--- src/hdl/adc_ctrl_defines.svh ---
// Widths, timing figures and counts for the converter control block.
`ifndef ADC_CTRL_DEFINES_SVH
`define ADC_CTRL_DEFINES_SVH

`define CLK_PERIOD_NS 100
`define STANDBY_SETTLE_US 100
`define STANDBY_SETTLE_CYCLES \
	((`STANDBY_SETTLE_US * 1000 + `CLK_PERIOD_NS - 1) / `CLK_PERIOD_NS)
`define SHUTDOWN_SETTLE_MS 13
`define SHUTDOWN_SETTLE_CYCLES \
	((`SHUTDOWN_SETTLE_MS * 1000000 + `CLK_PERIOD_NS - 1) / `CLK_PERIOD_NS)
`define MAX_CONV_TIME_NS 4000
`define MAX_CONV_CYCLES (`MAX_CONV_TIME_NS / `CLK_PERIOD_NS)
`define NUM_CHANNELS 6
`define GROUP_SIZE 3
`define SAMPLE_WIDTH 16
`define FIFO_DEPTH 16
`define SETTLE_CNT_WIDTH 18
`define RESULT_RESET 16'h0000

`endif

--- src/hdl/adc_ctrl_pkg.sv ---
// Types and decode helpers shared by the converter control modules.
`include "adc_ctrl_defines.svh"

package adc_ctrl_pkg;

	typedef logic [`SAMPLE_WIDTH-1:0] sample_t;

	typedef enum logic [1:0] {
		PWR_ACTIVE = 2'h0,
		PWR_DOWN = 2'h1,
		PWR_SETTLE = 2'h3,
		PWR_NEED_RESET = 2'h2
	} pwr_state_t;

	typedef enum logic [1:0] {
		IF_PARALLEL = 2'h0,
		IF_SERIAL = 2'h1,
		IF_BYTE = 2'h2
	} if_mode_t;

	function automatic if_mode_t decode_if_mode(input logic primary,
			input logic secondary);
		if (!primary) begin
			return IF_PARALLEL;
		end
		return secondary ? IF_BYTE : IF_SERIAL;
	endfunction : decode_if_mode

endpackage : adc_ctrl_pkg

--- src/hdl/sample_stream_if.sv ---
// Valid/ready stream of held samples between the control modules.
`timescale 1ns/1ns

interface sample_stream_if #(parameter int W = 16);
	logic valid;
	logic ready;
	logic [W-1:0] data;
	modport src(output valid, output data, input ready);
	modport snk(input valid, input data, output ready);
endinterface : sample_stream_if

--- src/hdl/adc_powerdown_conversion_ctrl.sv ---
// Power-down, conversion start and parallel read control of the converter.
`timescale 1ns/1ns
`include "adc_ctrl_defines.svh"

// Function
// - Low request, high range: enter standby.
// - Power-down entry acts at once, mid conversion.
// - Standby: front ends off, reference stays on.
// - Request high leaves standby; 100 us settle.
// - Low request, low range: full shutdown.
// - Tied triggers sample all channels together.
// - Busy rises at start, bounded conversion time.
// - Busy falls, result registers update together.
// - Each read edge presents next channel, or next byte in byte mode.
// - All six channels always converted and read.
// - First-channel flag high on reads of channel one.
// - Chip select high tri-states bus and flag.
// - Trigger A holds channels one to three.
// - Trigger B holds channels four to six.
// - Conversion starts once both groups held.
// - Reads during busy give previous results.
// - Two mode pins pick read interface.
module adc_powerdown_conversion_ctrl #(
	parameter int NUM_CH = `NUM_CHANNELS,
	parameter int FIFO_DEPTH = `FIFO_DEPTH,
	parameter int CONV_CYCLES = `MAX_CONV_CYCLES,
	parameter int SHUTDOWN_SETTLE_CYCLES = `SHUTDOWN_SETTLE_CYCLES
) (
	input wire sys_clk,
	input wire reset,
	input wire power_down_request_n,
	input wire range_select,
	input wire sample_trigger_group_a,
	input wire sample_trigger_group_b,
	input adc_ctrl_pkg::sample_t [NUM_CH-1:0] channel_level_in,
	input wire cs_n,
	input wire rd_n,
	input wire interface_select_primary,
	input wire interface_select_secondary,
	input wire byte_order_msb_first,
	output logic busy,
	output logic frontend_power_on,
	output logic reference_power_on,
	output logic power_ready,
	output logic reset_required,
	output logic [15:0] parallel_result_bus,
	output logic parallel_result_bus_oe_n,
	output logic first_channel_flag,
	output logic first_channel_flag_oe_n
);
	import adc_ctrl_pkg::*;

	if (NUM_CH != 2 * `GROUP_SIZE || FIFO_DEPTH < NUM_CH ||
			CONV_CYCLES < NUM_CH + 2 || SHUTDOWN_SETTLE_CYCLES < 1 ||
			SHUTDOWN_SETTLE_CYCLES > (1 << `SETTLE_CNT_WIDTH))
	begin : g_bad_param
		$error("adc_powerdown_conversion_ctrl: unsupported parameters");
	end

	localparam int GROUP = `GROUP_SIZE;
	localparam logic [17:0] STANDBY_TARGET =
		18'(`STANDBY_SETTLE_CYCLES - 1);
	localparam logic [17:0] SHUTDOWN_TARGET =
		18'(SHUTDOWN_SETTLE_CYCLES - 1);
	localparam logic [2:0] PUSH_LAST = 3'(NUM_CH - 1);
	localparam logic [3:0] PAR_LAST = 4'(NUM_CH - 1);
	localparam logic [3:0] BYTE_LAST = 4'(2 * NUM_CH - 1);

	pwr_state_t pwr_state_reg;
	pwr_state_t pwr_state_next;
	logic shutdown_reg;
	logic [17:0] settle_cnt_reg;
	logic [17:0] settle_target;
	logic trig_a_prev_reg;
	logic trig_b_prev_reg;
	logic a_rise;
	logic b_rise;
	logic held_a_reg;
	logic held_b_reg;
	sample_t [NUM_CH-1:0] hold_reg;
	logic busy_reg;
	logic trigger_enable;
	logic start_conv;
	logic abort;
	logic push_active_reg;
	logic [2:0] push_idx_reg;
	sample_t [NUM_CH-1:0] results_reg;
	sample_t [NUM_CH-1:0] conv_results;
	logic conv_done;
	if_mode_t if_mode;
	logic rd_prev_reg;
	logic read_fall;
	logic [3:0] read_idx_reg;
	logic [3:0] read_last;
	logic [15:0] bus_data_reg;
	logic flag_reg;
	sample_t current_word;
	sample_t byte_word;
	logic take_msb;
	logic [15:0] busy_cnt_reg;

	sample_stream_if #(.W(`SAMPLE_WIDTH)) push_s ();
	sample_stream_if #(.W(`SAMPLE_WIDTH)) pop_s ();

	// A low request aborts everything in the same cycle it is seen.
	assign abort = !power_down_request_n;
	assign settle_target = shutdown_reg ? SHUTDOWN_TARGET : STANDBY_TARGET;

	always_comb begin
		pwr_state_next = pwr_state_reg;
		unique case (pwr_state_reg)
			PWR_ACTIVE: begin
				if (!power_down_request_n) begin
					pwr_state_next = PWR_DOWN;
				end
			end
			PWR_DOWN: begin
				if (power_down_request_n) begin
					pwr_state_next = PWR_SETTLE;
				end
			end
			PWR_SETTLE: begin
				if (!power_down_request_n) begin
					pwr_state_next = PWR_DOWN;
				end else if (settle_cnt_reg == settle_target) begin
					pwr_state_next = shutdown_reg ? PWR_NEED_RESET :
						PWR_ACTIVE;
				end
			end
			PWR_NEED_RESET: begin
				if (!power_down_request_n) begin
					pwr_state_next = PWR_DOWN;
				end
			end
		endcase
	end

	always_ff @(posedge sys_clk) begin
		if (reset) begin
			pwr_state_reg <= PWR_ACTIVE;
		end else begin
			pwr_state_reg <= pwr_state_next;
		end
	end

	// The range pin picks the power-down depth while the request is low.
	always_ff @(posedge sys_clk) begin
		if (reset) begin
			shutdown_reg <= 1'b0;
		end else if (!power_down_request_n) begin
			shutdown_reg <= !range_select;
		end
	end

	always_ff @(posedge sys_clk) begin
		if (reset || pwr_state_reg != PWR_SETTLE) begin
			settle_cnt_reg <= 18'h0_0000;
		end else begin
			settle_cnt_reg <= settle_cnt_reg + 18'h0_0001;
		end
	end

	// Front-end power drops with the request pin without waiting for a clock, reference power only with range low; they come back on after the next clock edge.
	assign frontend_power_on = power_down_request_n &&
		(pwr_state_reg != PWR_DOWN);
	assign reference_power_on = power_down_request_n ?
		!(pwr_state_reg == PWR_DOWN && shutdown_reg) :
		range_select;
	assign power_ready = power_down_request_n && (pwr_state_reg == PWR_ACTIVE);
	assign reset_required = (pwr_state_reg == PWR_NEED_RESET);

	assign a_rise = sample_trigger_group_a && !trig_a_prev_reg;
	assign b_rise = sample_trigger_group_b && !trig_b_prev_reg;
	assign start_conv = held_a_reg && held_b_reg && !busy_reg;
	assign trigger_enable = power_ready && !busy_reg && !start_conv &&
		!push_active_reg;

	always_ff @(posedge sys_clk) begin
		if (reset) begin
			trig_a_prev_reg <= 1'b0;
			trig_b_prev_reg <= 1'b0;
		end else begin
			trig_a_prev_reg <= sample_trigger_group_a;
			trig_b_prev_reg <= sample_trigger_group_b;
		end
	end

	// Tied triggers rise together, so both groups are held on one edge.
	always_ff @(posedge sys_clk) begin
		if (reset || abort) begin
			held_a_reg <= 1'b0;
			held_b_reg <= 1'b0;
		end else if (start_conv) begin
			held_a_reg <= 1'b0;
			held_b_reg <= 1'b0;
		end else begin
			if (a_rise && trigger_enable && !held_a_reg) begin
				held_a_reg <= 1'b1;
			end
			if (b_rise && trigger_enable && !held_b_reg) begin
				held_b_reg <= 1'b1;
			end
		end
	end

	always_ff @(posedge sys_clk) begin
		if (reset) begin
			hold_reg <= '0;
		end else begin
			for (int i = 0; i < GROUP; i++) begin
				if (a_rise && trigger_enable && !held_a_reg) begin
					hold_reg[i] <= channel_level_in[i];
				end
				if (b_rise && trigger_enable && !held_b_reg) begin
					hold_reg[i + GROUP] <=
						channel_level_in[i + GROUP];
				end
			end
		end
	end

	always_ff @(posedge sys_clk) begin
		if (reset || abort) begin
			busy_reg <= 1'b0;
		end else if (start_conv) begin
			busy_reg <= 1'b1;
		end else if (conv_done) begin
			busy_reg <= 1'b0;
		end
	end

	assign busy = busy_reg;

	// Every held channel is queued, used or not.
	always_ff @(posedge sys_clk) begin
		if (reset || abort) begin
			push_active_reg <= 1'b0;
			push_idx_reg <= 3'h0;
		end else if (start_conv) begin
			push_active_reg <= 1'b1;
			push_idx_reg <= 3'h0;
		end else if (push_active_reg && push_s.ready) begin
			push_active_reg <= (push_idx_reg != PUSH_LAST);
			push_idx_reg <= push_idx_reg + 3'h1;
		end
	end

	assign push_s.valid = push_active_reg;
	assign push_s.data = hold_reg[push_idx_reg];

	result_fifo #(.WIDTH(`SAMPLE_WIDTH), .DEPTH(FIFO_DEPTH)) u_fifo (
		.sys_clk(sys_clk),
		.reset(reset),
		.flush(abort),
		.in_s(push_s),
		.out_s(pop_s)
	);

	conv_engine #(.NUM_CH(NUM_CH), .CONV_CYCLES(CONV_CYCLES)) u_conv (
		.sys_clk(sys_clk),
		.reset(reset),
		.start(start_conv),
		.abort(abort),
		.in_s(pop_s),
		.done(conv_done),
		.results(conv_results)
	);

	// Results change only at the end of a conversion.
	always_ff @(posedge sys_clk) begin
		if (reset) begin
			results_reg <= '0;
		end else if (conv_done && !abort) begin
			results_reg <= conv_results;
		end
	end

	assign if_mode = decode_if_mode(interface_select_primary,
		interface_select_secondary);
	assign read_fall = rd_prev_reg && !rd_n && !cs_n &&
		(if_mode != IF_SERIAL);
	assign read_last = (if_mode == IF_BYTE) ? BYTE_LAST : PAR_LAST;
	assign current_word = results_reg[read_idx_reg[2:0]];
	assign byte_word = results_reg[read_idx_reg[3:1]];
	assign take_msb = read_idx_reg[0] ^ byte_order_msb_first;

	always_ff @(posedge sys_clk) begin
		if (reset) begin
			rd_prev_reg <= 1'b1;
		end else begin
			rd_prev_reg <= rd_n;
		end
	end

	always_ff @(posedge sys_clk) begin
		if (reset || (conv_done && !abort)) begin
			read_idx_reg <= 4'h0;
		end else if (read_fall) begin
			read_idx_reg <= (read_idx_reg >= read_last) ? 4'h0 :
				read_idx_reg + 4'h1;
		end
	end

	always_ff @(posedge sys_clk) begin
		if (reset) begin
			bus_data_reg <= `RESULT_RESET;
			flag_reg <= 1'b0;
		end else if (read_fall) begin
			if (if_mode == IF_BYTE) begin
				bus_data_reg <= {8'h00, take_msb ? byte_word[15:8] :
					byte_word[7:0]};
				flag_reg <= (read_idx_reg < 4'h2);
			end else begin
				bus_data_reg <= current_word;
				flag_reg <= (read_idx_reg == 4'h0);
			end
		end
	end

	assign parallel_result_bus = bus_data_reg;
	assign first_channel_flag = flag_reg;
	assign parallel_result_bus_oe_n = reset || cs_n ||
		(if_mode == IF_SERIAL);
	assign first_channel_flag_oe_n = parallel_result_bus_oe_n;

	always_ff @(posedge sys_clk) begin
		if (reset || !busy_reg) begin
			busy_cnt_reg <= 16'h0000;
		end else begin
			busy_cnt_reg <= busy_cnt_reg + 16'h0001;
		end
	end
endmodule : adc_powerdown_conversion_ctrl

--- src/hdl/result_fifo.sv ---
// Synchronous FIFO with valid/ready on both sides and a flush input.
`timescale 1ns/1ns

module result_fifo #(
	parameter int WIDTH = 16,
	parameter int DEPTH = 16
) (
	input wire sys_clk,
	input wire reset,
	input wire flush,
	sample_stream_if.snk in_s,
	sample_stream_if.src out_s
);
	import adc_ctrl_pkg::*;

	localparam int AW = $clog2(DEPTH);

	if (DEPTH < 2 || (1 << AW) != DEPTH || WIDTH < 1) begin : g_bad_param
		$error("result_fifo: DEPTH must be a power of two of at least 2");
	end

	logic [WIDTH-1:0] mem [DEPTH];
	logic [AW:0] wr_ptr_reg;
	logic [AW:0] rd_ptr_reg;
	logic full;
	logic empty;
	logic push;
	logic pop;

	assign empty = (wr_ptr_reg == rd_ptr_reg);
	assign full = (wr_ptr_reg[AW] != rd_ptr_reg[AW]) &&
		(wr_ptr_reg[AW-1:0] == rd_ptr_reg[AW-1:0]);
	assign in_s.ready = !full;
	assign out_s.valid = !empty;
	assign out_s.data = mem[rd_ptr_reg[AW-1:0]];
	assign push = in_s.valid && !full;
	assign pop = out_s.ready && !empty;

	always_ff @(posedge sys_clk) begin
		if (push) begin
			mem[wr_ptr_reg[AW-1:0]] <= in_s.data;
		end
	end

	always_ff @(posedge sys_clk) begin
		if (reset || flush) begin
			wr_ptr_reg <= '0;
			rd_ptr_reg <= '0;
		end else begin
			if (push) begin
				wr_ptr_reg <= wr_ptr_reg + 1'b1;
			end
			if (pop) begin
				rd_ptr_reg <= rd_ptr_reg + 1'b1;
			end
		end
	end

endmodule : result_fifo

--- src/hdl/conv_engine.sv ---
// Conversion timer that drains held samples and reports the finished set.
`timescale 1ns/1ns

module conv_engine #(
	parameter int NUM_CH = 6,
	parameter int CONV_CYCLES = 40
) (
	input wire sys_clk,
	input wire reset,
	input wire start,
	input wire abort,
	sample_stream_if.snk in_s,
	output logic done,
	output adc_ctrl_pkg::sample_t [NUM_CH-1:0] results
);
	import adc_ctrl_pkg::*;

	if (CONV_CYCLES < NUM_CH + 2 || CONV_CYCLES > 65535 || NUM_CH > 8)
	begin : g_bad_param
		$error("conv_engine: conversion time too short for the channels");
	end

	localparam logic [15:0] LAST_CYCLE = 16'(CONV_CYCLES - 1);
	localparam logic [3:0] ALL_CH = 4'(NUM_CH);

	logic active_reg;
	logic [15:0] cnt_reg;
	logic [3:0] got_reg;

	assign in_s.ready = active_reg && (got_reg < ALL_CH);
	assign done = active_reg && (cnt_reg == LAST_CYCLE) && (got_reg == ALL_CH);

	always_ff @(posedge sys_clk) begin
		if (reset || abort) begin
			active_reg <= 1'b0;
		end else if (start) begin
			active_reg <= 1'b1;
		end else if (done) begin
			active_reg <= 1'b0;
		end
	end

	always_ff @(posedge sys_clk) begin
		if (reset || start) begin
			cnt_reg <= 16'h0000;
		end else if (active_reg && cnt_reg != LAST_CYCLE) begin
			cnt_reg <= cnt_reg + 16'h0001;
		end
	end

	always_ff @(posedge sys_clk) begin
		if (reset || start) begin
			got_reg <= 4'h0;
		end else if (in_s.valid && in_s.ready) begin
			got_reg <= got_reg + 4'h1;
		end
	end

	// The front end already delivers quantised levels, so a word is kept as is.
	always_ff @(posedge sys_clk) begin
		if (reset) begin
			results <= '0;
		end else if (in_s.valid && in_s.ready) begin
			results[got_reg[2:0]] <= in_s.data;
		end
	end

endmodule : conv_engine

--- config.mk ---
export PLATFORM = sky130hd
export DESIGN_NAME = adc_powerdown_conversion_ctrl
export DESIGN_NICKNAME = d
export VERILOG_FILES = /design/src/hdl/adc_ctrl_pkg.sv /design/src/hdl/sample_stream_if.sv /design/src/hdl/adc_powerdown_conversion_ctrl.sv /design/src/hdl/result_fifo.sv /design/src/hdl/conv_engine.sv
export VERILOG_INCLUDE_DIRS = /design/src /design/src/hdl
export SDC_FILE = /design/constraint.sdc
export NUM_CORES = 1
export LEC_CHECK = 0
export ABC_CLOCK_PERIOD_IN_PS = 3400
export BUFFER_PORTS_ARGS = -buffer_cell sky130_fd_sc_hd__buf_4
export CELL_PAD_IN_SITES_DETAIL_PLACEMENT = 1
export CELL_PAD_IN_SITES_GLOBAL_PLACEMENT = 1
export CORE_MARGIN = 3
export CORE_UTILIZATION = 30
export CTS_BUF_LIST = sky130_fd_sc_hd__clkbuf_2
export CTS_CLUSTER_DIAMETER = 50
export DETAILED_ROUTE_END_ITERATION = 6
export PLACE_DENSITY_LB_ADDON = 0.1
export SLEW_MARGIN = 0
export SYNTH_ARGS = -nofsm -noshare
export SYNTH_HDL_FRONTEND = slang
export SYNTH_SLANG_ARGS = --single-unit
--- constraint.sdc ---
create_clock -name sys_clk -period 3.4 [get_ports sys_clk]
set_input_delay 0.68 -clock sys_clk [delete_from_list [all_inputs] [get_ports sys_clk]]
set_output_delay 0.68 -clock sys_clk [all_outputs]
set_load 0.02 [all_outputs]
Yosys cells after proc, flatten, opt, wreduce, memory -nomap -nowiden --
Memories as Yosys holds them, arrays and structs flattened. A register that Yosys moved wholly into a read port is not among the register bits. Index checks and enable logic that the tools add are counted.
Word-level totals: flip-flop bits (word level) 370, bits in read-only memories 0, memories 1, output and inout port bits 24, bits of input ports 107, word-level logic and storage cells 157, latch bits 0, RAM bits 256
Memory list:
- u_fifo.mem | words 16, width 16, read ports 1, clocked after Yosys merged registers in 1, write ports 1, RTL line result_fifo.sv:22 | logic [WIDTH-1:0] mem [DEPTH];
Operators by class: shifts and indexed selects 0, mux-type cells 32, $add $sub $neg 7, div/mod/pow operators 0, eq/ne operators 19, bitwise logic cells 1, reduce and logical (&&, ||, !) cells 53, magnitude comparators 8, multipliers 0
Operators by type and width (count):
- 16-bit binary-select mux with 3-bit select | 3
- 96-bit bitwise mux | 1
- 16-bit 2-to-1 mux | 5
- 16-bit demux with 3-bit select | 1
- 1-bit logical AND | 26
- 18-bit by 1-bit adder with 18-bit output, second input constant | 1
- 18-bit by 17-bit equality test with 1-bit output | 1
- 17-bit 2-to-1 mux | 1
- 16-bit by 1-bit adder with 16-bit output, second input constant | 1
- 16-bit by 6-bit equality test with 1-bit output, second input constant | 1
- 3-bit by 4-bit less-than comparator with 1-bit output, second input constant | 4
- 4-bit 2-to-1 mux | 4
- 16-bit by 6-bit != test with 1-bit output, second input constant | 1
- 1-bit zero test | 14
- 2-bit 2-to-1 mux | 7
- 5-bit by 1-bit adder with 5-bit output, second input constant | 2
- 4-bit by 1-bit adder with 4-bit output, second input constant | 2
- 1-bit 2-to-1 mux | 8
- 8-bit 2-to-1 mux | 1
- 2-bit equality test, second input constant | 3
- 1-bit logical OR | 6
- 2-bit != test, second input constant | 3
- 3-bit != test, second input constant | 2
- 2-bit one-hot mux with 3 select lines | 1
- 17 further kinds | 21

Depth between registers and ports, before layout --
Gate-level depths: netlist (run 1).
depth after elaboration 7, mapped depth 9, gate-level depth less buffers 7

Modules after synthesis --
Synthesis (run 1) repeated with hierarchy kept, for this count alone.
Unflattened totals: cell total of the unflattened synthesis 2258, area total of the unflattened synthesis 26258.9 um^2
By module, submodules not included:
- adc_powerdown_conversion_ctrl | seq. area each 4884.7 um^2, cells an instance 1340, area an instance 11158.2 um^2, instances 1
- result_fifo | seq. area each 7967.6 um^2, cells an instance 460, area an instance 10642.7 um^2, instances 1
- conv_engine | seq. area each 2342.2 um^2, cells an instance 458, area an instance 4458.0 um^2, instances 1

Least setup slack after synthesis (run 1) --
Ideal clock, no wire load.
path kind input-to-output, start point in reset, end point out parallel_result_bus_oe_n, slack 0.800 ns, stages on the path 5, path buffers 4, arrival 1.920 ns, required time 2.720 ns, path through buf_2 > buf_4 > buf_2 > or3_1 > buf_4
On the way: longest elaborated chain between the ends 2
RTL lines:
- start: declaration | RTL line adc_powerdown_conversion_ctrl.sv:30 | input wire reset,
- 1-bit logical OR (2 in a row) | RTL line adc_powerdown_conversion_ctrl.sv:322 | assign parallel_result_bus_oe_n = reset || cs_n ||
- end: declaration | RTL line adc_powerdown_conversion_ctrl.sv:47 | output logic parallel_result_bus_oe_n,
No other way between the ends.

Worst setup path in the final report (run 1) --
start point reg pwr_state_reg[0], end point out power_ready
On the way: longest elaborated chain between the ends 2
RTL lines:
- start: declaration | RTL line adc_powerdown_conversion_ctrl.sv:69 | pwr_state_t pwr_state_reg;
- start signal: assignment | RTL line adc_powerdown_conversion_ctrl.sv:142 | pwr_state_reg <= pwr_state_next;
- 2-bit zero test | RTL line adc_powerdown_conversion_ctrl.sv:169 | assign power_ready = power_down_request_n && (pwr_state_reg == PWR_ACTIVE);
- 1-bit logical AND | RTL line adc_powerdown_conversion_ctrl.sv:169
- end: declaration | RTL line adc_powerdown_conversion_ctrl.sv:44 | output logic power_ready,
No other way between the ends.

==> results of run 1 <==
[per-layer routing]
layer / up-vias / GRT usage (%) / wire length, µm
met5: - / 0 / 13
li1: 8843 / - / -
met2: 379 / 32.1 / 41100
met3: 138 / 3.49 / 2830
met4: 2 / 6.29 / 1750
met1: 9471 / 22.5 / 35500
[cells in the mapped netlist (4+ instances only)]
cell and n:
nand2_1 455, dfxtp_1 374, edfxtp_1 256, a21oi_1 214, mux4_2 112, a22o_1 99, nor2_1 74, clkbuf_1 71
mux2i_1 51, buf_2 44, a22oi_1 37, inv_1 35, o21ai_0 27, xnor2_1 24, xor2_1 21, nand3_1 20
and3_1 18, o22ai_1 18, buf_4 16, ha_1 15, nor3_1 14, o211ai_1 14, nor2b_1 10, or3_1 10
buf_6 9, nand4_1 9, and2_1 5, and4_1 5, nor4_1 5, nand2b_1 4, nor3_2 4, o221ai_1 4
[area by class of cell]
type                    instances  share of cell area [%]
clock inverters                44                   0.766
diodes                          9                  0.0707
flip-flops and latches        630                    47.6
multi-input cells            1323                    29.7
inverters                      37                   0.436
clock buffers                 252                    3.96
repair buffers                450                    13.0
well taps                    1134                    4.45
[logic make-up after synthesis]
kind of cell,count (synthesis),share of synthesized area [%]
AND/OR/NAND/NOR,653,11.2
flip-flops,630,59.6
AO/OA/AOI/OAI,446,11.6
buffers and inverters,181,3.39
multiplexers,163,11.9
XOR/XNOR,46,1.61
adder cells (fa/ha/maj),15,0.737
[final timing paths]
path / from / end / slack (ps) / cells after the start
setup / recovery: pwr_state_reg[0] / power_ready / 460 / 4
hold / removal: channel_level_in[68] / hold_reg[68] / 220 / 4
setup reg to reg: push_idx_reg[1] / u_fifo.mem[6][0] / 630 / 4
hold reg to reg: u_conv.results[91] / results_reg[91] / 440 / 2
[cells in the final DEF (no fill, tap or decap), types with 35 or more instances in the layout]
cell           instances
dlygate4sd3_1        233
buf_4                203
mux2i_1               51
dfxtp_1              368
nand2_1              455
mux4_2               112
a22o_1                99
a22oi_1               37
clkbuf_2             252
edfxtp_1             256
inv_1                 35
a21oi_1              214
nor2_1                73
[metrics by stage]
stage / util [%] / area (µm²) / hold slack (ps) / cells
floorplan: - / 25500 / 432 / 2134
global placement: 33.4 / 28000 / 439 / 3341
detailed placement: 33.4 / 28000 / 447 / 3341
CTS: 38.0 / 31800 / 0.0164 / 3870
global route: 38.0 / 31900 / 34.5 / 3879
finish: 38.0 / 31900 / 220 / 3879
[worst max-delay path: stages (launching register included)]
cell and delay (ps):
dfxtp_1 450, nor2_1 70, buf_4 160, and2_1 150
buf_4 150
[power breakdown]
group          switching [mW]  internal, mW
clock network            3.20          2.12
registers              0.0389          7.88
logic                   0.368         0.360
total                    3.61          10.4
[timing repair]
item	4_1_cts	5_1_grt
hold buffers	233	0
endpoints found under the hold margin	196	0
gates resized for setup	0	0
==> flow_summary.yaml, run 1 <==
logic_synthesis:
  synthCells: 2134
  seq_area_frac_synth_pct: 59.6
  synth_area_leaders: "edfxtp_1 (30%), dfxtp_1 (29%), mux4_2 (9.9%), nand2_1 (6.7%), a21oi_1 (4.2%)"
  synth_area_leader_cell: "edfxtp_1"
  synth_area_um2: 25500
  ys_types: 68
  async_flop_share_pct: 0
  syn_area_per_cell_um2: 11.9
  synth_top_area_share_pct: 30.2
  ys_ff_latch: 630
  ys.flop_type: "dfxtp_1"
  yosysWarnings: 0
  synth_edf_count: 256
  synth_nets: 2256
floorplan:
  core_um2: 83800
  die_area_um2: 88400
  row_count: 106
  ios: 131
  start_util_pct: 30.4
  die_x_um: 297
  die_h_um: 297
global_routing:
  overflow: 0
  track_usage_pct: 18.3
  antenna_found_initial: 6
  grt_pass1_vias: 20500
  grt_first_pass_wirelength_um: 124000
  grt_max_degree: 102
cts:
  path_clk_slew_ps: 80
  clk-insertion-delay-late_ps: 1330
  cts_root_buf: "clkbuf_2"
  post-cts-setup-buffers: 0
  cts_max_level: 4
  clockBufferDepth: 3
  clkSinkCount: 630
  tritoncts: "built"
  numCtsBuffers: 174
timing:
  rsz0062_at_grt: "false"
  fin_crit_sh_pct: 86.4
  finalSetupTns_ps: 0
  hold_viol_final: 0
  layout_setup_ws_ps: 462
  fin_crit_ps: 2940
  setup_violations: 0
  relSlewSlack_pct: 13.0
  skew_ps: 89.5
  maxSlewViolCount: 0
  tightest_slew_ps: 1310
  max_freq_mhz: 340
drt:
  route.detailed.drc: 0
  ant_nets: 0
  wl_per_cell_um: 20.9
  via_per_inst: 4.86
  drtIter0Drc: 892
  drt-total-wl_um: 81200
  dr_total_vias: 18800
  dr.pass1.iters: 5
layout:
  seq_area_um2: 15200
  drive_above_1_share_pct: 22.9
  nFillCells: 9205
  multi_input_area_um2: 9470
  area_growth_pct: 25.1
  final_net_count: 2738
  largest_reg_flops: 256
setup_path:
  path_class: "register to output pin"
  crit_path_max_fanout: 7
  end_kind: "output pin"
  crit_arrival_ps: 2260
  crit_required_ps: 2720
  cp-start-kind: "register"
place:
  place_congestion: 0.744
  dpl_worst_slack_ps: 573
  port_buffers: 130
  dp_hpwl_um: 49300
hold_path:
  hp-class: "input pin to register"
pwr:
  power_mw: 14.0
  vdd_drop_max_mv: 0.253
  p_leak_nw: 10.9
  power_density_nw_per_um2: 438
run_status:
  status: "completed"
job:
  cap_viol_max_count: 0
(Power assumes the default switching activity.)
==> run 2, diff against run 1 <==
Settings changed: BUFFER_PORTS_ARGS -buffer_cell sky130_fd_sc_hd__buf_4 to default, DONT_BUFFER_PORTS from default to 1.
==> run 2 against run 1 <==
Against the previous run: wire length is 1.7% higher; critical path type is now register to register; non-clock buffer count grew 12; global-route usage increased by 0.28 points; die area unchanged; cell area grew 1.4%; critical path depth is 6 higher.
==> flow_summary.yaml, run 2 (synthesis gave the netlist of run 1 again) <==
drt:
  dr_total_vias: 19100
  route.detailed.drc: 0
  ant_nets: 0
  dr.pass1.iters: 5
  via_per_inst: 4.91
  drt-total-wl_um: 82600
  drtIter0Drc: 1083
  wl_per_cell_um: 21.2
timing:
  rsz0062_at_grt: "false"
  relSlewSlack_pct: 18.0
  whs_ps: 203
  setup_violations: 0
  fin_crit_ps: 3190
  skew_ps: 109
  fin_crit_sh_pct: 93.7
  finalSetupTns_ps: 0
  max_freq_mhz: 314
  tightest_slew_ps: 1230
  hold_viol_final: 0
  maxSlewViolCount: 0
setup_path:
  cpLargestDelayFamily: "buffers and inverters"
  critPathSlowestCell: "dlygate4sd3_1"
  path_class: "register to register"
  cp_cell_sequence: "xnor2_1 -> nand4_1 -> buf_4 -> nor2_4 -> buf_12 -> nor4_4 -> dlygate4sd3_1 -> buf_4 -> a22o_1 -> dlygate4sd3_1"
  cp-endpoint: "u_conv.results[62]"
  r2r_start: "u_fifo.wr_ptr_reg[3]"
  path_buf_inv: 5
  r2r_setup_slack_ps: 210
  crit_path_max_fanout: 16
  cpPeakStageDelay_ps: 570
  cp-start-kind: "register"
  worstRegToRegCells: 10
  crit_arrival_ps: 4450
  cp.depth: 10
  reg2reg_to: "u_conv.results[62]"
  end_kind: "register"
  setup.worst_path.start: "u_fifo.wr_ptr_reg[3]"
  crit_required_ps: 4660
floorplan:
  core_um2: 83800
  row_count: 106
  die_x_um: 297
  start_util_pct: 30.4
  ios: 131
  die_h_um: 297
  die_area_um2: 88400
layout:
  largest_reg_flops: 256
  area_growth_pct: 26.9
  utilization_pct: 38.6
  final_net_count: 2751
  layout_commonest_cell: "nand2_1"
  drive_above_1_share_pct: 18.1
  mostFrequentLayoutCells: "nand2_1 (455), dlygate4sd3_1 (384), dfxtp_1 (367)"
cts:
  cts_max_level: 4
  path_clk_slew_ps: 90
  cts_root_buf: "clkbuf_2"
  clockBufferDepth: 3
  clkSinkCount: 630
  clk-insertion-delay-late_ps: 1370
  tritoncts: "built"
  numCtsBuffers: 175
place:
  port_buffers: 0
  place_congestion: 0.722
  dp_hpwl_um: 47500
global_routing:
  track_usage_pct: 18.6
  grt_pass1_vias: 20900
  grt_first_pass_wirelength_um: 126000
  grt_max_degree: 209
  overflow: 0
  antenna_found_initial: 8
pwr:
  power_mw: 14.0
  power_density_nw_per_um2: 432
  vdd_drop_max_mv: 0.250
  p_leak_nw: 11.4
hold_path:
  hp-class: "input pin to register"
job:
  cap_viol_max_count: 0
run_status:
  status: "completed"
run 2: worst register-to-register path, stage by stage, from the launching register on:
cell	delay (ps)
dfxtp_1	500
xnor2_1	160
nand4_1	280
buf_4	270
nor2_4	120
buf_12	140
nor4_4	50
dlygate4sd3_1	570
buf_4	240
a22o_1	270
dlygate4sd3_1	540
run 2: worst min path at each step:
stage,slack (ps),to,cells past startpoint,start
2_1_floorplan,430,results_reg[48],2,u_conv.results[48]
3_3_place_gp,440,hold_reg[65],2,hold_reg[65]
3_5_place_dp,440,hold_reg[77],2,hold_reg[77]
4_1_cts,30,u_conv.results[40],3,reset
5_1_grt,50,u_conv.results[33],3,reset
6_report,200,hold_reg[25],4,sample_trigger_group_a
run 2: layout make-up:
| class | count | area (µm²) |
|---|---|---|
| diodes | 11 | 27.5 |
| well taps | 1134 | 1420 |
| clock inverters | 36 | 230 |
| multi-input cells | 1323 | 9470 |
| clock buffers | 260 | 1300 |
| fillers | 9218 | 51500 |
| inverters | 37 | 139 |
| flip-flops and latches | 630 | 15200 |
| repair buffers | 462 | 4540 |
run 2: per-layer routing:
layer  wire length (µm)  global-route usage (%)  share of wire, %
met5                  0                       0                 0
met4               2370                    8.16               2.9
met2              41700                    32.1                50
met3               3740                    3.69               4.5
met1              34800                    22.5                42
run 2: timing repair:
| item | CTS | global route |
|---|---|---|
| hold endpoints to repair | 336 | 0 |
| endpoints found under the setup margin | 0 | 48 |
| setup buffers | 0 | 3 |
| hold buffers | 385 | 0 |
| resized for setup | 0 | 10 |
run 2: power breakdown:
| part | leakage, nW | switching [mW] | total (mW) | internal (mW) |
|---|---|---|---|---|
| registers | 5.35 | 0.0504 | 7.93 | 7.88 |
| clock network | 1.19 | 3.20 | 5.44 | 2.24 |
| logic | 4.87 | 0.325 | 0.597 | 0.272 |
| total | 11.4 | 3.57 | 14.0 | 10.4 |
run 2: per-stage QoR:
stage	worst slack [ps]	cells	cell area (µm²)
after global placement	820	3198	26800
after global routing	5.04	3892	32300
after detailed placement	738	3198	26800
after floorplan	800	2134	25500
final	214	3893	32300
after CTS	40.6	3879	32200
==> run 3, diff against run 2 <==
Settings changed: SYNTH_HIERARCHICAL from default to 1.
==> run 3 against run 2 <==
Against the previous run: area after synthesis increased by 3.1%; total power increased by 0.99%; die area increased by 3.1%; fmax decreased by 3.6%; wire length increased by 6.3%; core utilization increased by 1.4 points; clock power increased by 3%; sequential share of layout area decreased by 2.8 points; synthesized cell count increased by 5.8%; hold slack got worse by 45 ps; non-clock buffer count increased by 117.
==> flow_summary.yaml, run 3 <==
timing:
  max_freq_mhz: 303
  setup_violations: 0
  tightest_slew_ps: 1240
  rsz0062_at_grt: "true"
  fin_crit_ps: 3310
  maxSlewViolCount: 0
  hold_viol_final: 0
  skew_ps: 118
  fin_crit_sh_pct: 97.2
  finalSetupTns_ps: 0
  layout_setup_ws_ps: 94.6
  relSlewSlack_pct: 17.4
logic_synthesis:
  synthTopCellsByCount: "nand2_1 (471), dfxtp_1 (375), edfxtp_1 (256)"
  synth_edf_count: 256
  yosysWarnings: 6
  seq_area_frac_synth_pct: 57.9
  synth_area_leaders: "edfxtp_1 (29%), dfxtp_1 (29%), mux4_2 (7.5%), nand2_1 (6.7%), mux2i_1 (5.9%)"
  yosysMostFrequentCell: "nand2_1"
  synth_top_area_share_pct: 29.3
  synth_nets: 2381
  synth_area_um2: 26300
  syn_area_per_cell_um2: 11.6
  async_flop_share_pct: 0
  ys.flop_type: "dfxtp_1"
  ys_ff_latch: 631
  ys_types: 70
  synth_area_leader_cell: "edfxtp_1"
  synthCells: 2258
setup_path:
  path_class: "register to register"
  r2r_setup_slack_ps: 90
  cp-start-kind: "register"
  crit_required_ps: 4630
  worstRegToRegCells: 7
  cpLargestDelayFamily: "multiplexers"
  critPathSlowestCell: "mux4_2"
  crit_path_max_fanout: 31
  critical_path.most_common_cell: "dlygate4sd3_1"
  reg2reg_to: "u_conv/results[22]"
  cp_cell_sequence: "buf_12 -> mux4_1 -> mux4_2 -> mux2i_1 -> nor2_1 -> dlygate4sd3_1 -> dlygate4sd3_1"
  crit_arrival_ps: 4530
  end_kind: "register"
  path_buf_inv: 3
  cpPeakStageDelay_ps: 650
layout:
  multi_input_area_um2: 10200
  final_net_count: 2987
  layout_commonest_cell: "dlygate4sd3_1"
  fin_area_um2: 34400
  mostFrequentLayoutCells: "dlygate4sd3_1 (495), nand2_1 (470), dfxtp_1 (369)"
  seq_area_um2: 15200
  utilization_pct: 40.0
  nFillCells: 9509
  area_growth_pct: 30.9
  drive_above_1_share_pct: 16.7
  largest_reg_flops: 256
drt:
  routed.top_layer: "met4"
  ant_nets: 0
  via_per_inst: 4.89
  met1_length_um: 37100
  route.detailed.drc: 0
  wl_met3_um: 3100
  drtIter0Drc: 865
  dr.pass1.iters: 7
  met2_length_um: 45400
  dr_total_vias: 20200
  drt-total-wl_um: 87800
  wl_per_cell_um: 21.2
global_routing:
  grt_first_pass_wirelength_um: 131000
  track_usage_pct: 18.9
  grt_max_degree: 316
  antenna_found_initial: 3
  grt_pass1_vias: 22000
  overflow: 0
floorplan:
  die_x_um: 302
  row_count: 107
  start_util_pct: 30.6
  die_h_um: 302
  die_area_um2: 91100
  ios: 131
  core_um2: 85900
pwr:
  vdd_drop_max_mv: 0.267
  power_density_nw_per_um2: 410
  p_leak_nw: 12.7
place:
  place_congestion: 0.740
  dpl_worst_slack_ps: 701
  dp_hpwl_um: 50400
  port_buffers: 0
  dpl-instance-area_um2: 27700
hold_path:
  hp-class: "input pin to register"
  min_to: "parallel_result_bus[4]"
  hold-path-cell-count: 3
  hp-start: "reset"
cts:
  clkSinkCount: 631
  tritoncts: "built"
  clk-insertion-delay-late_ps: 1360
  path_clk_slew_ps: 100
  cts_root_buf: "clkbuf_2"
  cts_max_level: 4
  numCtsBuffers: 175
  clockBufferDepth: 3
job:
  cap_viol_max_count: 0
run_status:
  status: "completed"
## run 3: routing by layer
metal	up-vias	track usage (%)
met5	-	0
met4	0	6.43
met3	158	3.78
met2	353	33.9
met1	10300	22.6
li1	9472	-
## run 3: worst max-delay path by stage
| stage | from | endpoint | slack (ps) | cells past startpoint |
|---|---|---|---|---|
| 4_1_cts | u_fifo/wr_ptr_reg[3] | u_conv/results[67] | 10 | 11 |
| 3_3_place_gp | u_fifo/wr_ptr_reg[3] | u_conv/results[33] | 780 | 8 |
| 2_1_floorplan | u_conv/cnt_reg[0] | results_reg[16] | 990 | 10 |
| 6_report | register | u_conv/results[22] | 90 | 7 |
| 5_1_grt | register | u_conv/results[22] | -40 | 7 |
| 3_5_place_dp | u_fifo/wr_ptr_reg[3] | u_conv/results[42] | 700 | 8 |
## run 3: layout make-up
| type | instances | share of cell area (%) |
|---|---|---|
| repair buffers | 579 | 16.8 |
| clock buffers | 264 | 3.84 |
| inverters | 38 | 0.415 |
| flip-flops and latches | 631 | 44.2 |
| well taps | 1144 | 4.16 |
| clock inverters | 37 | 0.735 |
| multi-input cells | 1439 | 29.8 |
| diodes | 9 | 0.0655 |
## run 3: cells by family after synthesis
group | count (synthesis) | synth area share, %
simple gates | 763 | 12.8
compound gates | 340 | 7.23
fa+ha+maj | 16 | 0.762
xor+xnor | 37 | 1.23
mux | 282 | 16.8
buf+inv | 189 | 3.33
flops | 631 | 57.9
## run 3: report_power, final
group / internal (mW) / switching, mW / total, mW
Sequential: 7.88 / 0.0375 / 7.92
Combinational: 0.275 / 0.320 / 0.595
Clock: 2.29 / 3.29 / 5.58
## run 3: stage by stage
| stage | power, mW | cells | hold WS, ps |
|---|---|---|---|
| after global placement | 8.42 | 3332 | 427 |
| final | 14.1 | 4141 | 158 |
| after detailed placement | 8.43 | 3332 | 442 |
| after global routing | 14.9 | 4134 | 16.5 |
| after CTS | 14.3 | 4126 | -761 |
| after floorplan | 8.35 | 2258 | 418 |
## run 3: what timing repair did
item | CTS | global route
endpoints found under the setup margin | 0 | 87
endpoints found under the hold margin | 375 | 69
setup buffers | 0 | 1
hold buffers | 493 | 4
resized for setup | 0 | 14
## run 3: worst min-delay path: stages
cell and delay [ps]:
o21bai_1 100, dlygate4sd3_1 570, nand3_1 60
